### src/core/tni_pkg.sv
// Package of constants and types for the tinnitus noise injector
`default_nettype none
package tni_pkg;
  // Audio and gain formats
  localparam int AUDIO_W = 20;
  localparam int GAIN_W = 16;
  localparam int GAIN_FRAC = 14;
  localparam int LFSR_W = 23;
  localparam logic [LFSR_W-1:0] LFSR_SEED = 23'h5a5a5a;
  // Sample and clock rates
  localparam int CLK_HZ = 125_000_000;
  localparam int SAMPLE_HZ = 32_000;
  localparam int SAMPLES_PER_SEC = SAMPLE_HZ;
  // Duty cycle limits in seconds
  localparam logic [4:0] DUTY_MIN_S = 5'h01;
  localparam logic [4:0] DUTY_MAX_S = 5'h1e;
  // Register offsets
  localparam logic [3:0] REG_MODE = 4'h0;
  localparam logic [3:0] REG_ATTEN = 4'h1;
  localparam logic [3:0] REG_LPF = 4'h2;
  localparam logic [3:0] REG_HPF = 4'h3;
  localparam logic [3:0] REG_DUTY = 4'h4;
  localparam logic [3:0] REG_VOLUME = 4'h5;
  localparam logic [3:0] REG_STATUS = 4'h6;
  // Reset values
  localparam logic [GAIN_W-1:0] ATTEN_RST = 16'h0400;
  localparam logic [GAIN_W-1:0] VOLUME_RST = 16'h4000;
  localparam logic [3:0] FILT_RST = 4'h0;
  // Insertion modes
  typedef enum logic [2:0] {
    TNI_INS_OFF = 3'h0,
    TNI_INS_PRE = 3'h1,
    TNI_INS_POST = 3'h2,
    TNI_ONLY_PRE = 3'h3,
    TNI_ONLY_POST = 3'h4,
    TNI_PRE_NOISE_VOL = 3'h5
  } tni_mode_t;
  // Duty cycle states
  typedef enum logic [1:0] {
    TNI_DUTY_CONT = 2'b00,
    TNI_DUTY_ON = 2'b01,
    TNI_DUTY_OFF = 2'b11
  } tni_duty_t;
  // Filter setting: enable and slope shift
  typedef struct packed {
    logic en;
    logic [2:0] shift;
  } tni_filt_t;
  // Audio pair carried through the buffer
  typedef struct packed {
    logic signed [AUDIO_W-1:0] pre;
    logic signed [AUDIO_W-1:0] post;
  } tni_pair_t;
endpackage
`default_nettype wire

### src/core/tni_skid.sv
// Two-entry buffer with valid and ready on both sides
`default_nettype none
module tni_skid
  import tni_pkg::*;
(
  // Clock and reset
  input wire logic core_clk,
  input wire logic resetn,
  // Fill side
  input wire logic in_valid,
  output logic in_ready,
  input wire tni_pair_t in_data,
  // Drain side
  output logic out_valid,
  input wire logic out_ready,
  output tni_pair_t out_data
);
  tni_pair_t mem [2];
  logic wr_ptr, rd_ptr;
  logic [1:0] count;
  logic next_wr_ptr, next_rd_ptr;
  logic [1:0] next_count;
  logic push, pop;

  // Handshake terms
  assign in_ready = (count != 2'h2);
  assign out_valid = (count != 2'h0);
  assign out_data = mem[rd_ptr];
  assign push = in_valid && in_ready;
  assign pop = out_valid && out_ready;

  // Pointer and count update
  always_comb begin
    next_wr_ptr = push ? ~wr_ptr : wr_ptr;
    next_rd_ptr = pop ? ~rd_ptr : rd_ptr;
    next_count = count + {1'b0, push} - {1'b0, pop};
  end

  // Register pointers and storage
  always_ff @(posedge core_clk) begin
    if (!resetn) begin
      wr_ptr <= 1'b0;
      rd_ptr <= 1'b0;
      count <= 2'h0;
    end else begin
      wr_ptr <= next_wr_ptr;
      rd_ptr <= next_rd_ptr;
      count <= next_count;
    end
    if (push) begin
      mem[wr_ptr] <= in_data;
    end
  end

  a_skid_no_overflow: assert property (@(posedge core_clk) disable iff (!resetn)
    count == 2'h2 && !out_ready |=> count == 2'h2 && $stable(out_data)) else $error("full buffer changed under stall");
endmodule
`default_nettype wire

### src/core/tni_top.sv
// Tinnitus white noise generator and injector for the audio path
`default_nettype none
module tni_top
  import tni_pkg::*;
(
  // Clock and reset
  input wire logic core_clk,
  input wire logic resetn,
  // Register port
  input wire logic [3:0] reg_addr,
  input wire logic [15:0] reg_wdata,
  input wire logic reg_wr,
  input wire logic reg_rd,
  output logic [15:0] reg_rdata,
  // Sample input: wideband gain output and last post-filter output
  input wire logic in_valid,
  output logic in_ready,
  input wire tni_pair_t in_data,
  // Sample output: volume stage input and peak clipper input
  output logic out_valid,
  input wire logic out_ready,
  output tni_pair_t out_data,
  // Power hint
  output logic low_power
);
  // Configuration registers
  tni_mode_t mode, next_mode;
  logic [GAIN_W-1:0] atten, next_atten, volume, next_volume;
  tni_filt_t lpf, next_lpf, hpf, next_hpf;
  logic [4:0] on_s, next_on_s, off_s, next_off_s;
  logic [15:0] rdata, next_rdata;

  // Register writes
  always_comb begin
    next_mode = mode;
    next_atten = atten;
    next_volume = volume;
    next_lpf = lpf;
    next_hpf = hpf;
    next_on_s = on_s;
    next_off_s = off_s;
    if (reg_wr) begin
      unique case (reg_addr)
        REG_MODE: begin
          if (reg_wdata[2:0] <= 3'h5) begin
            next_mode = tni_mode_t'(reg_wdata[2:0]);
          end
        end
        REG_ATTEN: next_atten = reg_wdata;
        REG_LPF: next_lpf = tni_filt_t'(reg_wdata[3:0]);
        REG_HPF: next_hpf = tni_filt_t'(reg_wdata[3:0]);
        REG_DUTY: begin
          // Clamp on time into 1..30 s
          next_on_s = (reg_wdata[4:0] < DUTY_MIN_S) ? DUTY_MIN_S :
                      (reg_wdata[4:0] > DUTY_MAX_S) ? DUTY_MAX_S : reg_wdata[4:0];
          next_off_s = (reg_wdata[12:8] > DUTY_MAX_S) ? DUTY_MAX_S : reg_wdata[12:8];
        end
        REG_VOLUME: next_volume = reg_wdata;
        default: ;
      endcase
    end
  end

  // Read data, valid in the cycle after the strobe
  logic noise_on;
  tni_duty_t duty_st;
  always_comb begin
    next_rdata = 16'h0000;
    if (reg_rd) begin
      unique case (reg_addr)
        REG_MODE: next_rdata = {13'h0000, mode};
        REG_ATTEN: next_rdata = atten;
        REG_LPF: next_rdata = {12'h000, lpf};
        REG_HPF: next_rdata = {12'h000, hpf};
        REG_DUTY: next_rdata = {3'h0, off_s, 3'h0, on_s};
        REG_VOLUME: next_rdata = volume;
        REG_STATUS: next_rdata = {12'h000, low_power, duty_st, noise_on};
        default: next_rdata = 16'h0000;
      endcase
    end
  end

  always_ff @(posedge core_clk) begin
    if (!resetn) begin
      mode <= TNI_INS_OFF;
      atten <= ATTEN_RST;
      volume <= VOLUME_RST;
      lpf <= tni_filt_t'(FILT_RST);
      hpf <= tni_filt_t'(FILT_RST);
      on_s <= DUTY_MIN_S;
      off_s <= 5'h00;
      rdata <= 16'h0000;
    end else begin
      mode <= next_mode;
      atten <= next_atten;
      volume <= next_volume;
      lpf <= next_lpf;
      hpf <= next_hpf;
      on_s <= next_on_s;
      off_s <= next_off_s;
      rdata <= next_rdata;
    end
  end
  assign reg_rdata = rdata;

  // Input buffer; a stall downstream stops sample acceptance
  tni_pair_t buf_data;
  logic buf_valid, buf_ready;
  tni_skid u_skid (
    .core_clk(core_clk),
    .resetn(resetn),
    .in_valid(in_valid),
    .in_ready(in_ready),
    .in_data(in_data),
    .out_valid(buf_valid),
    .out_ready(buf_ready),
    .out_data(buf_data)
  );

  // One sample per accepted word at the system rate
  logic out_v, next_out_v;
  tni_pair_t out_q, next_out_q;
  logic take;
  assign buf_ready = !out_v || out_ready;
  assign take = buf_valid && buf_ready;

  // Noise source: maximal length LFSR stepped once per sample
  logic [LFSR_W-1:0] lfsr, next_lfsr;
  always_comb begin
    next_lfsr = lfsr;
    if (take) begin
      next_lfsr = {lfsr[LFSR_W-2:0], lfsr[22] ^ lfsr[17]};
    end
  end

  // Duty cycle timing in samples and seconds
  logic duty_wr;
  assign duty_wr = reg_wr && (reg_addr == REG_DUTY);
  logic [14:0] samp_cnt, next_samp_cnt;
  logic [4:0] sec_cnt, next_sec_cnt;
  tni_duty_t next_duty_st;
  always_comb begin
    next_duty_st = duty_st;
    next_samp_cnt = samp_cnt;
    next_sec_cnt = sec_cnt;
    if (off_s == 5'h00) begin
      next_duty_st = TNI_DUTY_CONT;
      next_samp_cnt = 15'h0000;
      next_sec_cnt = 5'h00;
    end else if (duty_wr) begin
      // New intervals restart timing, so a shorter on time cannot be overrun
      next_duty_st = TNI_DUTY_ON;
      next_samp_cnt = 15'h0000;
      next_sec_cnt = 5'h00;
    end else if (duty_st == TNI_DUTY_CONT) begin
      next_duty_st = TNI_DUTY_ON;
    end else if (take) begin
      if (samp_cnt == 15'(SAMPLES_PER_SEC - 1)) begin
        next_samp_cnt = 15'h0000;
        if (sec_cnt + 5'h01 >= ((duty_st == TNI_DUTY_ON) ? on_s : off_s)) begin
          next_sec_cnt = 5'h00;
          next_duty_st = (duty_st == TNI_DUTY_ON) ? TNI_DUTY_OFF : TNI_DUTY_ON;
        end else begin
          next_sec_cnt = sec_cnt + 5'h01;
        end
      end else begin
        next_samp_cnt = samp_cnt + 15'h0001;
      end
    end
  end
  assign noise_on = (duty_st != TNI_DUTY_OFF);

  // Noise shaping: one-pole low-pass and high-pass, slope by shift
  logic signed [AUDIO_W-1:0] white, lp_st, next_lp_st, hp_st, next_hp_st, shaped;
  logic signed [AUDIO_W-1:0] after_lp;
  logic signed [AUDIO_W:0] lp_d, hp_d;
  assign white = $signed(lfsr[LFSR_W-1 -: AUDIO_W]);
  always_comb begin
    next_lp_st = lp_st;
    next_hp_st = hp_st;
    after_lp = lpf.en ? lp_st : white;
    shaped = hpf.en ? (after_lp - hp_st) : after_lp;
    // Differences one bit wider so a full-scale step cannot wrap
    lp_d = $signed({white[AUDIO_W-1], white}) - $signed({lp_st[AUDIO_W-1], lp_st});
    hp_d = $signed({after_lp[AUDIO_W-1], after_lp}) - $signed({hp_st[AUDIO_W-1], hp_st});
    if (take) begin
      next_lp_st = lp_st + AUDIO_W'(lp_d >>> ({1'b0, lpf.shift} + 4'h1));
      next_hp_st = hp_st + AUDIO_W'(hp_d >>> ({1'b0, hpf.shift} + 4'h1));
    end
  end

  // Attenuation and volume scaling
  function automatic logic signed [AUDIO_W-1:0] scale(input logic signed [AUDIO_W-1:0] x,
                                                      input logic [GAIN_W-1:0] g);
    logic signed [AUDIO_W+GAIN_W:0] p;
    p = x * $signed({1'b0, g});
    return AUDIO_W'(p >>> GAIN_FRAC);
  endfunction

  // Saturating add to the audio width
  function automatic logic signed [AUDIO_W-1:0] sat_add(input logic signed [AUDIO_W-1:0] a,
                                                        input logic signed [AUDIO_W-1:0] b);
    logic signed [AUDIO_W:0] s;
    s = {a[AUDIO_W-1], a} + {b[AUDIO_W-1], b};
    if (s[AUDIO_W] != s[AUDIO_W-1]) begin
      return s[AUDIO_W] ? {1'b1, {(AUDIO_W-1){1'b0}}} : {1'b0, {(AUDIO_W-1){1'b1}}};
    end
    return s[AUDIO_W-1:0];
  endfunction

  logic signed [AUDIO_W-1:0] noise, noise_vol, aud_pre, aud_post;
  logic audio_en, pre_ins, post_ins, vol_on_audio;
  always_comb begin
    noise = noise_on ? scale(shaped, atten) : '0;
    noise_vol = scale(noise, volume);
    audio_en = !(mode == TNI_ONLY_PRE || mode == TNI_ONLY_POST);
    pre_ins = (mode == TNI_INS_PRE || mode == TNI_ONLY_PRE || mode == TNI_PRE_NOISE_VOL);
    post_ins = (mode == TNI_INS_POST || mode == TNI_ONLY_POST);
    vol_on_audio = (mode != TNI_PRE_NOISE_VOL);
    aud_pre = audio_en ? buf_data.pre : '0;
    aud_post = audio_en ? buf_data.post : '0;
    next_out_v = out_v && !out_ready;
    next_out_q = out_q;
    if (take) begin
      next_out_v = 1'b1;
      next_out_q.pre = aud_pre;
      next_out_q.post = aud_post;
      if (pre_ins) begin
        if (vol_on_audio) begin
          next_out_q.pre = sat_add(aud_pre, noise);
        end else begin
          // Volume stage passes audio at unity, so only noise follows volume
          next_out_q.pre = sat_add(aud_pre, noise_vol);
        end
      end
      if (post_ins) begin
        next_out_q.post = sat_add(aud_post, noise);
      end
    end
  end

  // Register generator, duty and output state
  always_ff @(posedge core_clk) begin
    if (!resetn) begin
      lfsr <= LFSR_SEED;
      duty_st <= TNI_DUTY_CONT;
      samp_cnt <= 15'h0000;
      sec_cnt <= 5'h00;
      lp_st <= '0;
      hp_st <= '0;
      out_v <= 1'b0;
      out_q <= '0;
    end else begin
      lfsr <= next_lfsr;
      duty_st <= next_duty_st;
      samp_cnt <= next_samp_cnt;
      sec_cnt <= next_sec_cnt;
      lp_st <= next_lp_st;
      hp_st <= next_hp_st;
      out_v <= next_out_v;
      out_q <= next_out_q;
    end
  end
  assign out_valid = out_v;
  assign out_data = out_q;
  assign low_power = !audio_en;

  // Checks
  a_off_zero_cont: assert property (@(posedge core_clk) disable iff (!resetn)
    off_s == 5'h00 |=> duty_st == TNI_DUTY_CONT) else $error("duty cycling with zero off time");
  a_only_low_power: assert property (@(posedge core_clk) disable iff (!resetn)
    (mode == TNI_ONLY_PRE || mode == TNI_ONLY_POST) |-> low_power) else $error("noise only not low power");
  a_off_mode_pass: assert property (@(posedge core_clk) disable iff (!resetn)
    take && mode == TNI_INS_OFF |=> out_q == $past(buf_data)) else $error("audio altered with noise off");
  a_post_vol_free: assert property (@(posedge core_clk) disable iff (!resetn)
    take && mode == TNI_INS_POST |=> out_q.pre == $past(buf_data.pre)) else $error("post mode touched pre");
  a_noise_off_quiet: assert property (@(posedge core_clk) disable iff (!resetn)
    take && duty_st == TNI_DUTY_OFF && mode == TNI_ONLY_POST |=> out_q.post == '0) else $error("noise in off time");
  a_duty_on_bound: assert property (@(posedge core_clk) disable iff (!resetn)
    duty_st == TNI_DUTY_ON |-> sec_cnt < on_s) else $error("on interval overran");
  a_lfsr_steps: assert property (@(posedge core_clk) disable iff (!resetn)
    take |=> lfsr != $past(lfsr)) else $error("noise source did not advance");
  a_out_holds: assert property (@(posedge core_clk) disable iff (!resetn)
    out_valid && !out_ready |=> out_valid && $stable(out_data)) else $error("output dropped under stall");
  a_sat_range: assert property (@(posedge core_clk) disable iff (!resetn)
    take && pre_ins && vol_on_audio && !aud_pre[AUDIO_W-1] && !noise[AUDIO_W-1]
    |=> !out_q.pre[AUDIO_W-1]) else $error("sum wrapped");
  a_mode_refused: assert property (@(posedge core_clk) disable iff (!resetn)
    reg_wr && reg_addr == REG_MODE && reg_wdata[2:0] > 3'h5 |=> $stable(mode)) else $error("illegal mode taken");
  a_only_mutes_audio: assert property (@(posedge core_clk) disable iff (!resetn)
    take && mode == TNI_ONLY_PRE |=> out_q.post == '0) else $error("audio kept in noise only");
  a_vol_mutes_noise: assert property (@(posedge core_clk) disable iff (!resetn)
    take && mode == TNI_PRE_NOISE_VOL && volume == '0
    |=> out_q.pre == $past(buf_data.pre)) else $error("noise passed at zero volume");
endmodule
`default_nettype wire

### config.mk
export PLATFORM = sky130hd
export DESIGN_NAME = tni_top
export DESIGN_NICKNAME = d
export VERILOG_FILES = /design/src/core/tni_pkg.sv /design/src/core/tni_skid.sv /design/src/core/tni_top.sv
export SDC_FILE = /design/constraint.sdc
export NUM_CORES = 2
export LEC_CHECK = 0
export ABC_AREA = 1
export BUFFER_PORTS_ARGS = -buffer_cell sky130_fd_sc_hd__buf_2
export CAP_MARGIN = 20
export CORE_MARGIN = 2
export CORE_UTILIZATION = 50
export DETAILED_ROUTE_END_ITERATION = 7
export PLACE_DENSITY = 0.74
export SLEW_MARGIN = 0
export SYNTH_ARGS = -nofsm -noshare
export SYNTH_HDL_FRONTEND = slang
export SYNTH_SLANG_ARGS = --single-unit
### constraint.sdc
create_clock -name core_clk -period 26.4 [get_ports core_clk]
set_input_delay 1.32 -clock core_clk [delete_from_list [all_inputs] [get_ports core_clk]]
set_output_delay 1.32 -clock core_clk [all_outputs]
set_load 0.05 [all_outputs]
# Word-level counts from Yosys, hierarchy flattened

Memory sizes are Yosys's and may differ from the RTL's. A register that Yosys moved wholly into a read port is not among the register bits.
Index checks and enable logic that the tools add are counted.

Mux-type cells: 46
Eq/ne operators: 19
Reduce and logical (&&, ||, !) cells: 32
Multiply operators: 2
Magnitude comparators: 5
Div/mod/pow operators: 0
Shift-type cells: 2
Add/sub/neg operators: 14
Bitwise logic cells: 5

Operators with widths:

| cell                    | count |
|---|---|
| $mux W20                | 17 |
| $pmux W16 S7            | 1 |
| $mul A20 B17 Y34        | 2 |
| $add A20 B20 Y21        | 3 |
| $sshr A21 B4 Y20        | 2 |
| $sub A20 B20 Y21        | 2 |
| $add A20 B20 Y20        | 2 |
| $mux W5                 | 5 |
| $mux W1                 | 21 |
| $sub A20 B20 Y20        | 1 |
| $add A15 B1 Y15 const B | 1 |
| $eq A15 B15 Y1 const B  | 1 |
| $mux W15                | 1 |
| $reduce_and A2 Y1       | 7 |
| $eq A4 B3 Y1 const B    | 3 |
| $reduce_and A3 Y1       | 4 |
| $gt A5 B5 Y1 const B    | 2 |
| $reduce_bool A3 Y1      | 3 |
| $add A3 B1 Y4 const B   | 2 |
| $eq A4 B2 Y1 const B    | 2 |
| $eq A3 B2 Y1 const B    | 2 |
| $eq A3 B3 Y1 const B    | 2 |
| $add A5 B1 Y5 const B   | 1 |
| $ge A5 B5 Y1            | 1 |
| 23 further kinds        | 37 |

Flip-flop bits (word level): 199
Bits in read-only memories: 0
Input port bits: 66
Output and inout bits: 59
Logic and storage cells: 149
Latch bits: 0
Memories: 1
Memory bits (writable): 80

Memories:

| name       | depth | width | rd ports | clocked after memory_dff | write ports | line           | source |
|---|---|---|---|---|---|---|---|
| u_skid.mem | 2     | 40    | 1        | 1                        | 1           | tni_skid.sv:18 | `tni_pair_t mem [2];` |

# Depth between registers and ports, before layout

Depth after elaboration: 15
Gate-level depth with buffers: 89
Mapped depth without buffers: 86

# Modules after synthesis

From an unflattened synthesis, not the netlist that was laid out.

Cell total of the unflattened synthesis: 5670
Area, all modules: 42719.7 um^2

Modules (own cells, without submodules):

| module   | instances | cells an instance | area an instance (um^2) |
|---|---|---|---|
| tni_top  | 1         | 5510              | 39581.7 |
| tni_skid | 1         | 160               | 3138.0 |

# Worst setup path before layout

Ideal clock, no wire load.

Path kind: register -> register
Start: reg lpf[3] in the netlist's numbering
End: reg out_q (netlist bit out_data[30])
Stages on the path, launching flop included: 80
Path buffers: 5
Required time: 26.268 ns
Setup slack: 11.835 ns
Library setup time: 0.132 ns
Data arrival time: 14.433 ns
Cell sequence: dfxtp_1 > clkbuf_1 > clkbuf_1 > nand2_1 > nand2_1 > ha_1 > nand2_1 > inv_1 > a21oi_1 > nand3_2 > a21oi_1 > xnor2_1 > o21ai_1 > nor2_1 > fa_1 > inv_1 > fa_1 > fa_1 > (+44 left out) > o21bai_1 > nand3_1 > nand2_1 > inv_1 > ha_1 > inv_1 > nor3_1 > nor3b_2 > nand4_1 > nand3_1 > xor2_1 > nor2_1 > clkbuf_1 > o21ai_0 > nand2_1 > nand2_1 > nand2_1 > a21oi_1

Cells in the longest elaborated chain, start to end: 15
Elaborated cells on any way between the ends: 26
Those cells by class: add/sub: 3; mul: 2; eq/ne: 2; mux: 19

RTL lines:

| item                     | line           | source |
|---|---|---|
| start: declaration       | tni_top.sv:29  | `tni_filt_t lpf, next_lpf, hpf, next_hpf;` |
| start signal: assignment | tni_top.sv:88  | `lpf <= tni_filt_t'(FILT_RST);` |
| start signal: assignment | tni_top.sv:97  | `lpf <= next_lpf;` |
| $mux W20 (*)             | tni_top.sv:181 | `after_lp = lpf.en ? lp_st : white;` |
| $sub A20 B20 Y20         | tni_top.sv:182 | `shaped = hpf.en ? (after_lp - hp_st) : after_lp;` |
| $mux W20 (*)             | tni_top.sv:182 |  |
| $mul A20 B17 Y34 (*)     | tni_top.sv:196 | `p = x * $signed({1'b0, g});` |
| $mux W20 (*)             | tni_top.sv:214 | `noise = noise_on ? scale(shaped, atten) : '0;` |
| $mul A20 B17 Y34         | tni_top.sv:196 |  |
| $add A20 B20 Y21         | tni_top.sv:204 | `s = {a[AUDIO_W-1], a} + {b[AUDIO_W-1], b};` |
| $ne A1 B1 Y1             | tni_top.sv:205 | `if (s[AUDIO_W] != s[AUDIO_W-1]) begin` |
| $mux W1                  | tni_top.sv:205 |  |
| $mux W1                  | tni_top.sv:229 | `if (vol_on_audio) begin` |
| $mux W1                  | tni_top.sv:228 | `if (pre_ins) begin` |
| $mux W1                  | tni_top.sv:224 | `if (take) begin` |
| $mux W20                 | tni_top.sv:208 | `return s[AUDIO_W-1:0];` |
| $mux W20 (*)             | tni_top.sv:229 |  |
| $mux W20 (*)             | tni_top.sv:228 |  |
| end signal: assignment   | tni_top.sv:261 | `out_q <= next_out_q;` |
| end: declaration         | tni_top.sv:122 | `tni_pair_t out_q, next_out_q;` |

Every way passes the cells marked *; elsewhere a longest branch is shown, timed or not. The select of a mux whose other input is x is not followed.
A chain may end at the register's enable or synchronous reset.

# Final worst setup path

Start: reg lpf[3] in the netlist's numbering
End: reg out_q (netlist bit out_data[20])

The elaborated chain is that of the path after synthesis.

==> reports/metrics.cfg <==
[cts]
postCtsSetupBuffers = 0
clock_sinks = 280
clk_latency_ns = 0.58
cts_resized = 0
cts_hold_buf = 0
clkTransAtPathRegs_ns = 0.06
ctsHtreeMaxLevel = 2
cts_tree = yes
cts_buffer_depth = 3
clockRootBuffer = clkbuf_16
cts_buffers = 36

[yosys]
ys_async_sr_fraction_pct = 0
syn_area_um2 = 42300
postSynthAreaPerCell_um2 = 7.46
synthTopCellsByArea = fa_1 28%, nand2_1 11%, inv_1 10%
ys_types = 63
syn_nets = 6653
netlist.area_leader.share_pct = 28.5
seq_area_frac_synth_pct = 15.1
synth_top_flop_cell = dfxtp_1
synth-edff-count = 80
ys_seq_elements = 280
ys.warnings.count = 0
synthCells = 5668
yosysTopAreaCell = fa_1

[final_layout]
final_cell_mix = 1238 x nand2_1, 1167 x inv_1, 601 x fa_1, 468 x nor2_1, 382 x a21oi_1
mostFrequentLayoutCell = nand2_1
fin_nets = 6674
fin_area_um2 = 45200
area_growth_pct = 6.99
fill_cells = 8012
drive_gt1_share_pct = 5.53
final_cell_count_no_fill = 6853

[grt]
grt_use_met3_pct = 5.62
grt_pass1_vias = 37400
overflow = 0
gr-usage-met1_pct = 39.1
grt_usage_pct = 30.1
grt_max_degree = 106
antenna_found_initial = 3
gr-usage-met2_pct = 49.0
grt_pass1_wl_mm = 204
busiest_layer = met2

[detailed_routing]
drt_iter0_drc = 3104
vias = 37400
drc = 0
drt-vias-per-instance = 5.46
antenna_left = 0
wl_mm = 128
wl_per_cell_um = 18.7
firstDrtPassIters = 6

[critical_path]
rr_worst_depth = 75
worstPathRequired_ns = 26.80
worstPathArrival_ns = 19.06
path_class = flop to flop
slowest_stage = nor2_1
worstPathMaxFanout = 23
cp-end-kind = flop
startpoint_type = flop
cp_slowest_stage_delay_ns = 0.80

[timing]
hold_viol = 0
worst_pin_slew_ns = 1.17
fmax_mhz = 53.6
slew_headroom_pct = 21.1
finalSetupViolCount = 0
layout_min_cycle_time_ns = 18.66
rsz0062_at_grt = false
fin_worst_skew_ns = 0.0541
hold_slack_ns = 0.451
slew_viol_final = 0
fin_crit_sh_pct = 70.7
tns_ns = 0

[die]
die_w_um = 295
coreArea_um2 = 83700
io_pins = 125
start_util_pct = 50.5
rows = 106
fp.dieArea_um2 = 86900
die_h_um = 295

[placed_design]
gp_congestion = 0.983
dp.cells = 6783
portBuffers = 124
dpl.hpwl_mm = 103
postPlaceCellArea_um2 = 43900

[flow_run]
cap_violations = 0

[hold_path]
hold_class = flop to flop
hold_depth = 1

[outcome]
outcome = finished clean

[through the flow]
step           setup WS, ns  utilization [%]
3_5_place_dp           8.00             52.5
6_report               7.74             54.1
3_3_place_gp           8.16             52.5
2_1_floorplan         11.83                -
5_1_grt                6.22             54.1
4_1_cts                7.92             54.0
[sequential cells by signal, summed over array words and instances, names as in the netlist, named ones only]
name / flops
samp_cnt: 15
u_skid.wr_ptr: 1
mode: 3
u_skid.count: 2
reg_rdata: 16
off_s: 5
atten: 16
hpf: 4
volume: 16
hp_st: 20
sec_cnt: 5
u_skid.mem: 80
u_skid.rd_ptr: 1
out_data: 40
lfsr: 23
lpf: 4
duty_st: 2
lp_st: 20
out_valid: 1
on_s: 5
[metal layers]
metal | wire length (µm) | up-vias
met5 | 11 | -
met4 | 6710 | 2
met3 | 11300 | 361
met2 | 58100 | 1656
met1 | 51900 | 17900
li1 | - | 17500
[kinds of logic after synthesis]
kind of cell,after synthesis,share of synthesized area (%)
muxes,5,0.118
DFF,280,15.1
AOI/OAI and AO/OA,849,11.0
and+or+nand+nor,2047,19.8
buffers and inverters,1388,12.4
xor gates and xnor gates,180,3.75
adders and majority gates,919,37.9
[cell type report]
type                       count  area [µm²]  area share (%)
antenna                        2        5.00          0.0111
clock buffer                  42         955            2.11
clock inverter                24         342           0.755
inverter                    1210        4540            10.0
multi-input combinational   4000       30700            67.8
sequential                   280        6410            14.2
tap                         1134        1420            3.14
timing repair buffer         161         906            2.00
[worst paths after layout]
kind         slack, ns           from             to
max               7.74         lpf[3]   out_data[20]
min               0.45  u_skid.rd_ptr  u_skid.rd_ptr
max reg2reg       7.74         lpf[3]   out_data[20]
min reg2reg       0.45  u_skid.rd_ptr  u_skid.rd_ptr
[synthesized netlist by cell type (17+ instances only)]
master / instances
nand4_1: 20
ha_1: 318
o21ai_0: 295
inv_1: 1168
nand3_1: 192
a31oi_1: 24
edfxtp_1: 80
a21oi_1: 382
nand2_1: 1238
xor2_1: 113
fa_1: 601
xnor2_1: 66
clkinv_1: 29
o21ai_1: 21
nor3_1: 37
nor2_1: 471
dfxtp_1: 200
o211ai_1: 31
or2_2: 17
clkbuf_1: 158
[critical path: cells and delay by family (launching register included)]
kind                     cells  cell delay (ns)
AND/OR/NAND/NOR             30             4.93
XOR/XNOR                     2             0.22
adder cells (fa/ha/maj)     17             7.64
AO/OA/AOI/OAI               13             2.66
flip-flops                   1             0.69
buffers and inverters       13             2.30
Power is not shown: default switching activity piles up to over one toggle a cycle in this logic, so the estimate is an artifact.
